### src/verilog/tpioc_pkg.sv
package tpioc_pkg;
  localparam int CNT_W = 16;
  localparam int FIELD_W = 4;
  // register indices on the plain port
  localparam logic [3:0] ADDR_IOR_HIGH = 4'h0;
  localparam logic [3:0] ADDR_IOR_LOW = 4'h1;
  localparam logic [3:0] ADDR_MODE = 4'h2;
  localparam logic [3:0] ADDR_STATUS = 4'h3;
  localparam logic [3:0] ADDR_MASK = 4'h4;
  localparam logic [3:0] ADDR_GRA = 4'h5;
  localparam logic [3:0] ADDR_GRC = 4'h6;
  localparam logic [3:0] ADDR_GRD = 4'h7;
  localparam logic [3:0] ADDR_COUNT = 4'h8;
  // field positions
  localparam int FA_LSB = 0;
  localparam int FD_LSB = 4;
  localparam int FC_LSB = 0;
  localparam int BFA_BIT = 4;
  localparam int BFB_BIT = 5;
  localparam int CAP_BIT = 3;
  localparam int INIT_BIT = 2;
  localparam logic [7:0] IOR_RESET = 8'h00;
  localparam logic [2:0] FLAG_RESET = 3'h0;
  // low two bits of a field
  localparam logic [1:0] ACT_HOLD = 2'h0;
  localparam logic [1:0] ACT_LOW = 2'h1;
  localparam logic [1:0] ACT_HIGH = 2'h2;
  localparam logic [1:0] ACT_TOGGLE = 2'h3;
  localparam logic [1:0] EDGE_RISE = 2'h0;
  localparam logic [1:0] EDGE_FALL = 2'h1;
  // flag positions: A, C, D
  localparam int IDX_A = 0;
  localparam int IDX_C = 1;
  localparam int IDX_D = 2;
endpackage
### src/verilog/tpioc_ch4_pin_io.sv
// Our own choices: the placing of the registers and the strobed register port.
`timescale 1ns/100ps
module tpioc_ch4_pin_io
  import tpioc_pkg::*;
#(
  parameter int CW = CNT_W
) (
  input wire logic core_clk,
  input wire logic rst,
  input wire logic clk_en,
  input wire logic [3:0] addr,
  input wire logic [15:0] wdata,
  input wire logic wr_stb,
  input wire logic rd_stb,
  output logic [15:0] rdata,
  input wire logic cnt_inc,
  input wire logic timer_pin_a_ch4_in,
  input wire logic timer_pin_c_ch4_in,
  input wire logic timer_pin_d_ch4_in,
  output logic timer_pin_a_ch4_out,
  output logic timer_pin_c_ch4_out,
  output logic timer_pin_d_ch4_out,
  output logic timer_pin_a_ch4_oe,
  output logic timer_pin_c_ch4_oe,
  output logic timer_pin_d_ch4_oe,
  output logic irq
);

  logic [7:0] io_control_high_ch4_reg;
  logic [7:0] io_control_low_ch4_reg;
  logic [7:0] timer_mode_reg_ch4_reg;
  logic [2:0] status_reg;
  logic [2:0] mask_reg;
  logic [CW-1:0] count_reg;
  logic [CW-1:0] gr_reg [3];
  logic [CW-1:0] general_reg_a_ch4_reg;
  logic [CW-1:0] general_reg_c_ch4_reg;
  logic [CW-1:0] general_reg_d_ch4_reg;
  logic flag_a_reg;
  logic flag_c_reg;
  logic flag_d_reg;
  logic [2:0] pin_s1_reg;
  logic [2:0] pin_s2_reg;
  logic [2:0] pin_s3_reg;
  logic pin_a_out_reg;
  logic pin_c_out_reg;
  logic pin_d_out_reg;
  logic pin_a_oe_reg;
  logic pin_c_oe_reg;
  logic pin_d_oe_reg;
  logic [15:0] rdata_reg;
  logic irq_reg;
  logic [FIELD_W-1:0] field [3];
  logic [FIELD_W-1:0] field_nx [3];
  logic [2:0] active;
  logic [2:0] cap_hit;
  logic [2:0] cmp_hit;
  logic [2:0] field_wr;
  logic [2:0] pin_now;
  logic wr_high;
  logic wr_low;

  function automatic logic edge_sel(input logic [FIELD_W-1:0] f, input logic rise, input logic fall);
    if (f[1]) begin
      edge_sel = rise | fall;
    end else if (f[1:0] == EDGE_FALL) begin
      edge_sel = fall;
    end else begin
      edge_sel = rise;
    end
  endfunction

  function automatic logic cmp_level(input logic [FIELD_W-1:0] f, input logic cur);
    unique case (f[1:0])
      ACT_LOW: cmp_level = 1'b0;
      ACT_HIGH: cmp_level = 1'b1;
      ACT_TOGGLE: cmp_level = ~cur;
      default: cmp_level = cur;
    endcase
  endfunction

  function automatic logic wr_sel(input logic stb, input logic [3:0] a, input logic [3:0] target);
    wr_sel = stb && (a == target);
  endfunction

  // compare code that carries an initial level
  function automatic logic init_valid(input logic [FIELD_W-1:0] f);
    init_valid = !f[CAP_BIT] && (f[1:0] != ACT_HOLD);
  endfunction

  assign wr_high = clk_en & wr_stb & (addr == ADDR_IOR_HIGH);
  assign wr_low = clk_en & wr_stb & (addr == ADDR_IOR_LOW);
  assign field[IDX_A] = io_control_high_ch4_reg[FA_LSB +: FIELD_W];
  assign field[IDX_C] = io_control_low_ch4_reg[FC_LSB +: FIELD_W];
  assign field[IDX_D] = io_control_low_ch4_reg[FD_LSB +: FIELD_W];
  assign field_wr = {wr_low, wr_low, wr_high};
  assign pin_now = pin_s2_reg;
  assign gr_reg[IDX_A] = general_reg_a_ch4_reg;
  assign gr_reg[IDX_C] = general_reg_c_ch4_reg;
  assign gr_reg[IDX_D] = general_reg_d_ch4_reg;
  assign status_reg = {flag_d_reg, flag_c_reg, flag_a_reg};

  // field as it stands after this edge, so a written code acts at once
  assign field_nx[IDX_A] = wr_high ? wdata[FA_LSB +: FIELD_W] : field[IDX_A];
  assign field_nx[IDX_C] = wr_low ? wdata[FC_LSB +: FIELD_W] : field[IDX_C];
  assign field_nx[IDX_D] = wr_low ? wdata[FD_LSB +: FIELD_W] : field[IDX_D];

  // buffer use stops capture and compare on the secondary register; field writes still set its pin and enable
  assign active[IDX_A] = 1'b1;
  assign active[IDX_C] = ~timer_mode_reg_ch4_reg[BFA_BIT];
  assign active[IDX_D] = ~timer_mode_reg_ch4_reg[BFB_BIT];

  always_comb begin
    for (int i = 0; i < 3; i++) begin
      cap_hit[i] = active[i] & field[i][CAP_BIT] &
                   edge_sel(field[i], pin_now[i] & ~pin_s3_reg[i], ~pin_now[i] & pin_s3_reg[i]);
      cmp_hit[i] = active[i] & ~field[i][CAP_BIT] & clk_en & (count_reg == gr_reg[i]);
    end
  end

  always_ff @(posedge core_clk) begin
    if (rst) begin
      pin_s1_reg <= 3'h0;
      pin_s2_reg <= 3'h0;
      pin_s3_reg <= 3'h0;
    end else if (clk_en) begin
      pin_s1_reg <= {timer_pin_d_ch4_in, timer_pin_c_ch4_in, timer_pin_a_ch4_in};
      pin_s2_reg <= pin_s1_reg;
      pin_s3_reg <= pin_s2_reg;
    end
  end

  always_ff @(posedge core_clk) begin
    if (rst) begin
      io_control_high_ch4_reg <= IOR_RESET;
    end else if (clk_en && wr_sel(wr_stb, addr, ADDR_IOR_HIGH)) begin
      io_control_high_ch4_reg <= wdata[7:0];
    end
  end

  always_ff @(posedge core_clk) begin
    if (rst) begin
      io_control_low_ch4_reg <= IOR_RESET;
    end else if (clk_en && wr_sel(wr_stb, addr, ADDR_IOR_LOW)) begin
      io_control_low_ch4_reg <= wdata[7:0];
    end
  end

  always_ff @(posedge core_clk) begin
    if (rst) begin
      timer_mode_reg_ch4_reg <= IOR_RESET;
    end else if (clk_en && wr_sel(wr_stb, addr, ADDR_MODE)) begin
      timer_mode_reg_ch4_reg <= wdata[7:0];
    end
  end

  always_ff @(posedge core_clk) begin
    if (rst) begin
      mask_reg <= FLAG_RESET;
    end else if (clk_en && wr_sel(wr_stb, addr, ADDR_MASK)) begin
      mask_reg <= wdata[2:0];
    end
  end

  always_ff @(posedge core_clk) begin
    if (rst) begin
      count_reg <= '0;
    end else if (clk_en) begin
      if (wr_stb && addr == ADDR_COUNT) begin
        count_reg <= wdata[CW-1:0];
      end else if (cnt_inc) begin
        count_reg <= count_reg + 1'b1;
      end
    end
  end

  always_ff @(posedge core_clk) begin
    if (rst) begin
      general_reg_a_ch4_reg <= '0;
    end else if (clk_en) begin
      if (cap_hit[IDX_A]) begin
        general_reg_a_ch4_reg <= count_reg;
      end else if (wr_sel(wr_stb, addr, ADDR_GRA)) begin
        general_reg_a_ch4_reg <= wdata[CW-1:0];
      end
    end
  end

  // capture wins over a software write
  always_ff @(posedge core_clk) begin
    if (rst) begin
      general_reg_c_ch4_reg <= '0;
    end else if (clk_en) begin
      if (cap_hit[IDX_C]) begin
        general_reg_c_ch4_reg <= count_reg;
      end else if (wr_sel(wr_stb, addr, ADDR_GRC)) begin
        general_reg_c_ch4_reg <= wdata[CW-1:0];
      end
    end
  end

  always_ff @(posedge core_clk) begin
    if (rst) begin
      general_reg_d_ch4_reg <= '0;
    end else if (clk_en) begin
      if (cap_hit[IDX_D]) begin
        general_reg_d_ch4_reg <= count_reg;
      end else if (wr_sel(wr_stb, addr, ADDR_GRD)) begin
        general_reg_d_ch4_reg <= wdata[CW-1:0];
      end
    end
  end

  // set beats a write-one clear in the same cycle
  always_ff @(posedge core_clk) begin
    if (rst) begin
      flag_a_reg <= FLAG_RESET[IDX_A];
    end else if (clk_en) begin
      if (cap_hit[IDX_A] || cmp_hit[IDX_A]) begin
        flag_a_reg <= 1'b1;
      end else if (wr_sel(wr_stb, addr, ADDR_STATUS) && wdata[IDX_A]) begin
        flag_a_reg <= 1'b0;
      end
    end
  end

  always_ff @(posedge core_clk) begin
    if (rst) begin
      flag_c_reg <= FLAG_RESET[IDX_C];
    end else if (clk_en) begin
      if (cap_hit[IDX_C] || cmp_hit[IDX_C]) begin
        flag_c_reg <= 1'b1;
      end else if (wr_sel(wr_stb, addr, ADDR_STATUS) && wdata[IDX_C]) begin
        flag_c_reg <= 1'b0;
      end
    end
  end

  always_ff @(posedge core_clk) begin
    if (rst) begin
      flag_d_reg <= FLAG_RESET[IDX_D];
    end else if (clk_en) begin
      if (cap_hit[IDX_D] || cmp_hit[IDX_D]) begin
        flag_d_reg <= 1'b1;
      end else if (wr_sel(wr_stb, addr, ADDR_STATUS) && wdata[IDX_D]) begin
        flag_d_reg <= 1'b0;
      end
    end
  end

  always_ff @(posedge core_clk) begin
    if (rst) begin
      pin_a_out_reg <= 1'b0;
      pin_a_oe_reg <= 1'b1;
    end else if (clk_en) begin
      pin_a_oe_reg <= ~field_nx[IDX_A][CAP_BIT];
      if (field_nx[IDX_A][CAP_BIT]) begin
        pin_a_out_reg <= 1'b0;
      end else if (field_wr[IDX_A]) begin
        if (init_valid(field_nx[IDX_A])) begin
          pin_a_out_reg <= field_nx[IDX_A][INIT_BIT];
        end
      end else if (cmp_hit[IDX_A]) begin
        pin_a_out_reg <= cmp_level(field_nx[IDX_A], pin_a_out_reg);
      end
    end
  end

  // a field write takes precedence over a match in the same cycle
  always_ff @(posedge core_clk) begin
    if (rst) begin
      pin_c_out_reg <= 1'b0;
      pin_c_oe_reg <= 1'b1;
    end else if (clk_en) begin
      pin_c_oe_reg <= ~field_nx[IDX_C][CAP_BIT];
      if (field_nx[IDX_C][CAP_BIT]) begin
        pin_c_out_reg <= 1'b0;
      end else if (field_wr[IDX_C]) begin
        if (init_valid(field_nx[IDX_C])) begin
          pin_c_out_reg <= field_nx[IDX_C][INIT_BIT];
        end
      end else if (cmp_hit[IDX_C]) begin
        pin_c_out_reg <= cmp_level(field_nx[IDX_C], pin_c_out_reg);
      end
    end
  end

  always_ff @(posedge core_clk) begin
    if (rst) begin
      pin_d_out_reg <= 1'b0;
      pin_d_oe_reg <= 1'b1;
    end else if (clk_en) begin
      pin_d_oe_reg <= ~field_nx[IDX_D][CAP_BIT];
      if (field_nx[IDX_D][CAP_BIT]) begin
        pin_d_out_reg <= 1'b0;
      end else if (field_wr[IDX_D]) begin
        if (init_valid(field_nx[IDX_D])) begin
          pin_d_out_reg <= field_nx[IDX_D][INIT_BIT];
        end
      end else if (cmp_hit[IDX_D]) begin
        pin_d_out_reg <= cmp_level(field_nx[IDX_D], pin_d_out_reg);
      end
    end
  end

  always_ff @(posedge core_clk) begin
    if (rst) begin
      rdata_reg <= 16'h0000;
    end else if (clk_en) begin
      rdata_reg <= 16'h0000;
      if (rd_stb) begin
        unique case (addr)
          ADDR_IOR_HIGH: rdata_reg <= {8'h00, io_control_high_ch4_reg};
          ADDR_IOR_LOW: rdata_reg <= {8'h00, io_control_low_ch4_reg};
          ADDR_MODE: rdata_reg <= {8'h00, timer_mode_reg_ch4_reg};
          ADDR_STATUS: rdata_reg <= {13'h0000, status_reg};
          ADDR_MASK: rdata_reg <= {13'h0000, mask_reg};
          ADDR_GRA: rdata_reg <= 16'(gr_reg[IDX_A]);
          ADDR_GRC: rdata_reg <= 16'(gr_reg[IDX_C]);
          ADDR_GRD: rdata_reg <= 16'(gr_reg[IDX_D]);
          ADDR_COUNT: rdata_reg <= 16'(count_reg);
          default: rdata_reg <= 16'h0000;
        endcase
      end
    end
  end

  always_ff @(posedge core_clk) begin
    if (rst) begin
      irq_reg <= 1'b0;
    end else if (clk_en) begin
      irq_reg <= |(status_reg & mask_reg);
    end
  end

  assign rdata = rdata_reg;
  assign irq = irq_reg;
  assign timer_pin_a_ch4_out = pin_a_out_reg;
  assign timer_pin_c_ch4_out = pin_c_out_reg;
  assign timer_pin_d_ch4_out = pin_d_out_reg;
  assign timer_pin_a_ch4_oe = pin_a_oe_reg;
  assign timer_pin_c_ch4_oe = pin_c_oe_reg;
  assign timer_pin_d_ch4_oe = pin_d_oe_reg;

endmodule

### config.mk
export PLATFORM = sky130hd
export DESIGN_NAME = tpioc_ch4_pin_io
export DESIGN_NICKNAME = d
export VERILOG_FILES = /design/src/verilog/tpioc_pkg.sv /design/src/verilog/tpioc_ch4_pin_io.sv
export SDC_FILE = /design/constraint.sdc
export NUM_CORES = 1
export LEC_CHECK = 0
export BUFFER_PORTS_ARGS = -buffer_cell sky130_fd_sc_hd__buf_4
export CAP_MARGIN = 20
export CORE_MARGIN = 5
export CORE_UTILIZATION = 60
export CTS_CLUSTER_DIAMETER = 30
export DETAILED_ROUTE_END_ITERATION = 7
export PLACE_DENSITY = 0.79
export SYNTH_ARGS = -nofsm -noshare
export SYNTH_HDL_FRONTEND = slang
export SYNTH_SLANG_ARGS = --single-unit
### constraint.sdc
create_clock -name core_clk -period 2.3 [get_ports core_clk]
set_input_delay 0.46 -clock core_clk [delete_from_list [all_inputs] [get_ports core_clk]]
set_output_delay 0.46 -clock core_clk [all_outputs]
set_load 0.02 [all_outputs]
==> results.sh, run 1 <==
export IMPL_holdWs_ns=0.283
export IMPL_grtUsageTotal=0.318
export IMPL_fin_ws_ns=0.187
export IMPL_wl_met3_um=2390
export IMPL_dp_hpwl_um=15900
export IMPL_worstSetupPathType="reg -> reg"
export IMPL_grt_ovfl_total=0
export IMPL_period_share=0.919
export IMPL_met2_length_um=10100
export IMPL_portBuffers=51
export IMPL_ff2ff_setup_slack_ns=0.19
export IMPL_row_count=40
export IMPL_yosysTopAreaCellShare=0.347
export IMPL_dp_slack_ns=0.0830
export IMPL_synth_area_sq_mm=0.00727
export IMPL_worstPathCellList="buf_4, xnor2_1, nand3_1, nor3_1, a22oi_1, o21ai_0, a21oi_2"
export IMPL_synth_top_cell_by_area="dfxtp_1"
export IMPL_synth_edf_count=0
export IMPL_clock_root_buffer="clkbuf_16"
export IMPL_holdCritPathClass="in -> reg"
export IMPL_yosys_register_bits=126
export IMPL_fin_nets=941
export IMPL_drt_wl_total_um=22600
export IMPL_status="finished, final reports clean"
export IMPL_utilization=0.710
export IMPL_crit_slowest_cell="dfxtp_1"
export IMPL_grt_max_degree=59
export IMPL_tns_ns=0
export IMPL_clock_latency_ns=0.42
export IMPL_postCtsResizedCells=0
export IMPL_ys_flop_type="dfxtp_1"
export IMPL_cts_path_max_buffers=2
export IMPL_io_pins=52
export IMPL_cp_end_kind="flip-flop"
export IMPL_hold_depth=3
export IMPL_synthToLayoutAreaGrowth_pct=16.8
export IMPL_yosys_cell_count_top_type="dfxtp_1"
export IMPL_diodes=0
export IMPL_synth_cell_types=60
export IMPL_cp_top_family="compound AO/OA/AOI/OAI gates"
export IMPL_antenna_left=0
export IMPL_antenna_found_initial=0
export IMPL_post_cts_buffers=0
export IMPL_hp_start="timer_pin_a_ch4_in"
export IMPL_top_layer_used="met4"
export IMPL_crit_required_ns=2.59
export IMPL_slew_violations=0
export IMPL_register_area_sq_mm=0.00252
export IMPL_cts_max_level=4
export IMPL_min_to="pin_s1_reg[0]"
export IMPL_syn_avg_cell_area_sq_um=8.37
export IMPL_finalHoldViolations=0
export IMPL_crit_arrival_ns=2.40
export IMPL_critical_path_startpoint_type="flip-flop"
export IMPL_fmax_mhz=473
export IMPL_grt_pass1_wl_um=35700
export IMPL_drive_gt1_frac=0.178
export IMPL_rsz0062_at_grt="false"
export IMPL_synth_area_leaders="dfxtp_1, mux2i_1, a211oi_1"
export IMPL_nFillCells=954
export IMPL_synthArstFlopShare=0
export IMPL_die_x_um=120
export IMPL_clkTransAtPathRegs_ns=0.05
export IMPL_wl_met1_um=9290
export IMPL_relSlewSlack=0.465
export IMPL_worst_slew_pin_slew_ns=0.797
export IMPL_drt_iter0_drc=821
export IMPL_cpPeakStageDelay_ns=0.48
export IMPL_cts_hold_buf=0
export IMPL_vias=6919
export IMPL_drv_cap=0
export IMPL_power_per_cell_area_mw_per_mm2=634
export IMPL_syn_inst=869
export IMPL_yosysSeqAreaShare=0.347
export IMPL_dieHeight_um=120
export IMPL_cts_tree="done"
export IMPL_viasPerCell=6.50
export IMPL_cts_sinks=126
export IMPL_fin_crit_ns=2.11
export IMPL_design_die_area_sq_mm=0.0144
export IMPL_post_synth_most_frequent_cells="dfxtp_1, nor2_1, mux2i_1"
export IMPL_p_leak_nw=3.46
export IMPL_yosysWarningCount=0
export IMPL_r2r_start="count_reg[1]"
export IMPL_path_buf_inv=1
export IMPL_cts_buffers=17
export IMPL_finClkSkew_ns=0.00702
export IMPL_grt_pass1_vias=6586
export IMPL_drc_errors=0
export IMPL_cp_max_fo=6
export IMPL_initial_core_util=0.608
export IMPL_post_drt_wl_per_cell_um=21.2
export IMPL_r2r_end="timer_pin_c_ch4_out"
export IMPL_core_area_sq_mm=0.0120
export IMPL_firstDrtPassIters=6
export IMPL_vdd_drop_max_uv=460
export IMPL_syn_num_nets=905
export IMPL_gp_congestion=0.946
export IMPL_setup_viol=0
export IMPL_multi_input_area_sq_mm=0.00429
export IMPL_r2r_cells=7
[final cells by class]
type / instances / share of cell area
clock buffers: 20 / 0.0538
multi-input cells: 639 / 0.505
inverters: 19 / 0.00839
well taps: 147 / 0.0216
repair buffers: 102 / 0.100
flip-flops and latches: 126 / 0.297
clock inverters: 12 / 0.0140
[worst max-delay path by stage]
stage                       from                  end  slack [ns]  cells past startpoint
global route        count_reg[0]  timer_pin_d_ch4_out        0.14                      6
global placement         addr[0]         count_reg[0]        0.14                      7
detailed placement       addr[0]         count_reg[0]        0.08                      7
floorplan                addr[1]  timer_pin_c_ch4_out        0.44                      6
finish              count_reg[1]  timer_pin_c_ch4_out        0.19                      7
CTS                 count_reg[1]  timer_pin_c_ch4_out        0.25                      7
[where the power goes]
| part | switching (mW) | total (mW) | internal, mW |
|---|---|---|---|
| clock | 0.978 | 2.61 | 1.64 |
| combinational | 0.316 | 0.512 | 0.196 |
| sequential | 0.0427 | 2.26 | 2.22 |
| total | 1.34 | 5.39 | 4.05 |
[through the flow]
stage	power [mW]	cells	cell area, sq um
detailed placement	2.81	1033	7920
finish	5.39	1065	8500
global placement	2.79	1033	7920
global route	5.53	1065	8500
CTS	5.39	1065	8500
floorplan	2.61	869	7270
[placed cells by master (no fill, tap or decap), drive strengths merged, types with 3 or more instances in the layout]
cell type,n
ha,7
buf,102
a22oi,16
nand3b,3
a31oi,7
nor3,11
clkinv,8
dfxtp,126
nand2b,8
o21ai,29
o31ai,6
nand4b,4
mux2,12
nor2,110
nand4,11
xnor2,38
a222oi,3
a22o,3
nand2,65
nor3b,3
a21oi,51
nor4,4
mux4,4
xor2,10
and2,4
o32ai,7
clkbuf,20
and3,8
nor2b,19
a21boi,3
inv,19
a211o,3
mux2i,80
nand3,30
a211oi,58
[cell families (layout without fill, tap and decap cells)]
logic type	Yosys count	in the layout	synth area share
AOI/OAI and AO/OA	202	202	0.187
xor gates and xnor gates	48	48	0.0578
adders and majority gates	7	7	0.0120
buffers and inverters	104	153	0.0645
DFF	126	126	0.347
muxes	96	96	0.141
and+or+nand+nor	286	286	0.191
[per-layer routing]
metal	global-route usage	vias up
met5	0	-
met4	0.135	0
met3	0.0862	66
met2	0.481	414
met1	0.425	3258
li1	-	3181
[tightest hold or removal path, stage by stage]
cell	delay [ns]
buf_4	0.07
mux2i_1	0.05
nor2_1	0.08
Power figures use the tool's default switching activity.
==> run 2: changes to the inputs <==
--- a/config.mk
+++ b/config.mk
@@ -7,6 +7,7 @@
 export LEC_CHECK = 0
 export BUFFER_PORTS_ARGS = -buffer_cell sky130_fd_sc_hd__buf_4
 export CAP_MARGIN = 20
+export CORE_ASPECT_RATIO = 1.2
 export CORE_MARGIN = 5
 export CORE_UTILIZATION = 60
 export CTS_CLUSTER_DIAMETER = 30
==> constraint.sdc (replaced) <==
create_clock -name core_clk -period 2.3 [get_ports core_clk]
set_input_delay 0.115 -clock core_clk [delete_from_list [all_inputs] [get_ports core_clk]]
set_output_delay 0.115 -clock core_clk [all_outputs]
set_load 0.02 [all_outputs]
==> run 2 against run 1 <==
Against the previous run: clock skew hardly changed; worst hold slack lost 0.27 ns; combinational power is 3% lower; non-clock buffer count is 12 lower; maximum frequency hardly changed; critical path depth shrank 1; largest cell class unchanged; via count down 0.75%; routed wire length grew 2.6%; global-route usage rose by 0.35 points; die area barely moved.
==> results.sh, run 2 (synthesis gave the netlist of run 1 again) <==
export IMPL_fin_nets=929
export IMPL_clock_latency_ns=0.43
export IMPL_drive_gt1_frac=0.161
export IMPL_holdCritPathClass="in -> reg"
export IMPL_initial_core_util=0.606
export IMPL_dieHeight_um=131
export IMPL_crit_required_ns=2.59
export IMPL_cts_sinks=126
export IMPL_status="finished, final reports clean"
export IMPL_cts_path_max_buffers=2
export IMPL_finalNonFillerCells=1066
export IMPL_antenna_left=0
export IMPL_finClkSkew_ns=0.00681
export IMPL_drt_iter0_drc=806
export IMPL_post_cts_buffers=0
export IMPL_cpPeakStageDelay_ns=0.65
export IMPL_cts_buffers=17
export IMPL_gp_congestion=1.02
export IMPL_finalHoldViolations=0
export IMPL_relSlewSlack=0.440
export IMPL_firstDrtPassIters=5
export IMPL_tns_ns=0
export IMPL_worstSetupPathType="reg -> reg"
export IMPL_cts_max_level=4
export IMPL_worst_slew_pin_slew_ns=0.840
export IMPL_core_area_sq_mm=0.0120
export IMPL_cp_top_family="flip-flops"
export IMPL_diodes=0
export IMPL_fmax_mhz=473
export IMPL_clkTransAtPathRegs_ns=0.06
export IMPL_viasPerCell=6.44
export IMPL_layout_common_cells="dfxtp_1, nor2_1, buf_4"
export IMPL_vias=6867
export IMPL_cp_end_kind="flip-flop"
export IMPL_mostFrequentLayoutCell="dfxtp_1"
export IMPL_placed_cells=1031
export IMPL_crit_arrival_ns=2.40
export IMPL_p_leak_nw=3.35
export IMPL_utilization=0.694
export IMPL_drt_wl_total_um=23200
export IMPL_vdd_drop_max_uv=530
export IMPL_drc_errors=0
export IMPL_setup_viol=0
export IMPL_grt_max_degree=72
export IMPL_portBuffers=51
export IMPL_path_buf_inv=0
export IMPL_cts_tree="done"
export IMPL_fin_crit_ns=2.11
export IMPL_worstPathCellList="xnor2_1, nand4_1, nor4b_1, a31oi_1, o21ai_0, o41ai_1"
export IMPL_die_x_um=111
export IMPL_grt_pass1_wl_um=36500
export IMPL_rsz0062_at_grt="false"
export IMPL_crit_slowest_cell="dfxtp_1"
export IMPL_slew_violations=0
export IMPL_grt_pass1_vias=6724
export IMPL_clock_root_buffer="clkbuf_16"
export IMPL_post_drt_wl_per_cell_um=21.8
export IMPL_drv_cap=0
export IMPL_row_count=44
export IMPL_antenna_found_initial=0
export IMPL_grtUsageTotal=0.321
export IMPL_io_pins=52
export IMPL_period_share=0.918
export IMPL_design_die_area_sq_mm=0.0144
export IMPL_power_per_cell_area_mw_per_mm2=629
export IMPL_dp_hpwl_um=15600
export IMPL_synthToLayoutAreaGrowth_pct=14.5
export IMPL_critical_path_startpoint_type="flip-flop"
export IMPL_cp_max_fo=12
export IMPL_grt_ovfl_total=0
-- run 2: cell type report --
| type | count | area [sq um] |
|---|---|---|
| tap | 161 | 201 |
| clock inverter | 12 | 98.8 |
| multi-input combinational | 639 | 4290 |
| clock buffer | 19 | 433 |
| timing repair buffer | 90 | 711 |
| inverter | 19 | 71.3 |
| fill | 1029 | 3670 |
| sequential | 126 | 2520 |
-- run 2: repair_timing --
item / 4_1_cts / 5_1_grt
gates resized for setup: 0 / 1
hold endpoints to repair: 4 / 0
endpoints found under the setup margin: 0 / 2
hold buffers: 4 / 0
-- run 2: final timing paths --
| path | depth (start not counted) | slack, ns | endpoint | startpoint |
|---|---|---|---|---|
| setup / recovery | 6 | 0.19 | timer_pin_a_ch4_out | count_reg[4] |
| setup reg to reg | 6 | 0.19 | timer_pin_a_ch4_out | count_reg[4] |
| hold / removal | 3 | 0.008 | io_control_low_ch4_reg[4] | wdata[4] |
| hold reg to reg | 2 | 0.46 | io_control_high_ch4_reg[5] | io_control_high_ch4_reg[5] |
-- run 2: layer usage --
metal  up-vias  share of wire  track usage
met5         -              0            0
met4         0          0.054        0.193
met3        96          0.086       0.0654
met2       405           0.47        0.535
met1      3224           0.39        0.387
li1       3142              -            -
-- run 2: worst min-delay path, cell delays in order --
cell and delay [ns]:
buf_4 0.15, nand3_1 0.07, a21oi_1 0.05
-- run 2: report_power, final --
part           total (mW)  leakage [nW]  internal [mW]  switching [mW]
clock                2.48         0.254           1.46            1.02
combinational       0.498          2.08          0.183           0.315
sequential           2.26          1.02           2.22          0.0425
-- run 2: per-stage QoR --
stage | power, mW | hold slack, ns | setup WS [ns] | instance area, sq um
final | 5.24 | 0.00846 | 0.188 | 8330
after global routing | 5.39 | 0.0262 | 0.0555 | 8330
after global placement | 2.77 | 0.352 | 0.293 | 7750
after floorplan | 2.61 | 0.259 | 0.557 | 7270
after CTS | 5.22 | 0.00197 | 0.153 | 8330
after detailed placement | 2.78 | 0.360 | 0.186 | 7750
==> run 3: changes to the inputs <==
==> constraint.sdc (replaced) <==
create_clock -name core_clk -period 2.3 [get_ports core_clk]
set_input_delay 0.23 -clock core_clk [delete_from_list [all_inputs] [get_ports core_clk]]
set_output_delay 0.23 -clock core_clk [all_outputs]
set_load 0.02 [all_outputs]
==> run 3 against run 2 <==
Against the previous run: clock skew grew 0.0021 ns; critical path depth up 1; sequential share of layout area shrank 0.26 points; sequential power barely moved; worst hold slack improved by 0.032 ns; sequential cell count is the same; final area rose by 0.83%; critical endpoint is now count_reg[12]; largest cell class unchanged.
==> results.sh, run 3 (synthesis gave the netlist of run 1 again) <==
export IMPL_cts_buffers=17
export IMPL_post_cts_buffers=0
export IMPL_fin_crit_ns=2.16
export IMPL_cts_path_max_buffers=2
export IMPL_clock_root_buffer="clkbuf_16"
export IMPL_critical_path_startpoint_type="flip-flop"
export IMPL_mostFrequentLayoutCell="dfxtp_1"
export IMPL_power_per_cell_area_mw_per_mm2=652
export IMPL_cp_max_fo=8
export IMPL_grt_max_degree=57
export IMPL_worst_slew_pin_slew_ns=0.820
export IMPL_viasPerCell=6.51
export IMPL_grt_pass1_wl_um=35400
export IMPL_worstSetupPathType="reg -> reg"
export IMPL_power_mw=5.47
export IMPL_drive_gt1_frac=0.161
export IMPL_post_drt_wl_per_cell_um=21.2
export IMPL_io_pins=52
export IMPL_fin_nets=930
export IMPL_nFillCells=937
export IMPL_vias=6942
export IMPL_drt_wl_total_um=22600
export IMPL_utilization=0.700
export IMPL_grt_ovfl_total=0
export IMPL_dp_hpwl_um=15700
export IMPL_row_count=44
export IMPL_gp_congestion=0.970
export IMPL_cts_tree="done"
export IMPL_tns_ns=0
export IMPL_crit_required_ns=2.62
export IMPL_vdd_drop_max_uv=610
export IMPL_cts_sinks=126
export IMPL_setup_viol=0
export IMPL_p_leak_nw=3.39
export IMPL_portBuffers=51
export IMPL_holdCritPathClass="in -> reg"
export IMPL_antenna_left=0
export IMPL_cp_end_kind="flip-flop"
export IMPL_initial_core_util=0.606
export IMPL_finalHoldViolations=0
export IMPL_firstDrtPassIters=5
export IMPL_design_die_area_sq_mm=0.0144
export IMPL_cts_hold_buf=0
export IMPL_slew_violations=0
export IMPL_die_x_um=111
export IMPL_diodes=0
export IMPL_placed_area_sq_mm=0.00780
export IMPL_cts_max_level=4
export IMPL_clock_latency_ns=0.43
export IMPL_relSlewSlack=0.450
export IMPL_status="finished, final reports clean"
export IMPL_dieHeight_um=131
export IMPL_synthToLayoutAreaGrowth_pct=15.4
export IMPL_drc_errors=0
export IMPL_clkTransAtPathRegs_ns=0.05
export IMPL_layout_common_cells="dfxtp_1, nor2_1, buf_4"
export IMPL_rsz0062_at_grt="false"
export IMPL_core_area_sq_mm=0.0120
export IMPL_postCtsResizedCells=0
export IMPL_crit_arrival_ns=2.48
export IMPL_period_share=0.939
export IMPL_drv_cap=0
export IMPL_antenna_found_initial=0
export IMPL_design_area_sq_mm=0.00840
export IMPL_finClkSkew_ns=0.00888
export IMPL_fmax_mhz=463
export IMPL_grt_pass1_vias=6619
export IMPL_drt_iter0_drc=946
export IMPL_grtUsageTotal=0.312
-- run 3: cell types whose count changed in the layout (fill, tap and decap cells not counted) --
| cell | change |
|---|---|
| clkinv_2 | -6 |
| buf_4 | +4 |
| dlygate4sd3_1 | -4 |
| clkbuf_1 | +3 |
| clkbuf_8 | +3 |
| clkinvlp_4 | -3 |
| bufinv_16 | +2 |
| buf_12 | +1 |
| dfxtp_1 | +1 |
| dfxtp_2 | -1 |
-- run 3: worst paths after layout --
| path | startpoint | endpoint | slack (ns) | cells past startpoint |
|---|---|---|---|---|
| setup / recovery | count_reg[0] | count_reg[12] | 0.14 | 7 |
| setup reg to reg | count_reg[0] | count_reg[12] | 0.14 | 7 |
| hold / removal | timer_pin_a_ch4_in | pin_s1_reg[0] | 0.04 | 3 |
| hold reg to reg | io_control_high_ch4_reg[7] | io_control_high_ch4_reg[7] | 0.46 | 2 |
-- run 3: worst max-delay path, stage by stage (launching register included) --
cell     delay, ns
dfxtp_1       0.52
ha_1          0.33
nand2_1       0.13
nor3_2        0.35
nand2_1       0.12
o21ai_0       0.19
a21oi_1       0.10
nor4_1        0.31
-- run 3: cell type report --
| type | instances | area [sq um] | share of cell area |
|---|---|---|---|
| clock inverter | 5 | 106 | 0.0127 |
| inverter | 19 | 71.3 | 0.00849 |
| sequential | 126 | 2520 | 0.300 |
| multi-input combinational | 639 | 4290 | 0.511 |
| timing repair buffer | 91 | 721 | 0.0858 |
| tap | 161 | 201 | 0.0240 |
| clock buffer | 25 | 485 | 0.0578 |
-- run 3: through the flow --
stage / hold slack, ns / setup WS (ns) / instances
finish: 0.0402 / 0.139 / 1066
global route: 0.0534 / 0.0930 / 1066
CTS: 0.0264 / 0.243 / 1066
detailed placement: 0.447 / 0.257 / 1036
global placement: 0.442 / 0.329 / 1036
floorplan: 0.374 / 0.557 / 869
-- run 3: report_power, final --
part           switching (mW)  total [mW]  internal [mW]
Combinational           0.306       0.491          0.185
Sequential             0.0422        2.26           2.22
Clock                   0.942        2.72           1.78
-- run 3: routing by layer --
layer | vias to the layer above | part of all wire | track usage
met5 | - | 0 | 0
met4 | 0 | 0.069 | 0.221
met3 | 114 | 0.087 | 0.0714
met2 | 414 | 0.47 | 0.524
met1 | 3270 | 0.37 | 0.354
li1 | 3144 | - | -
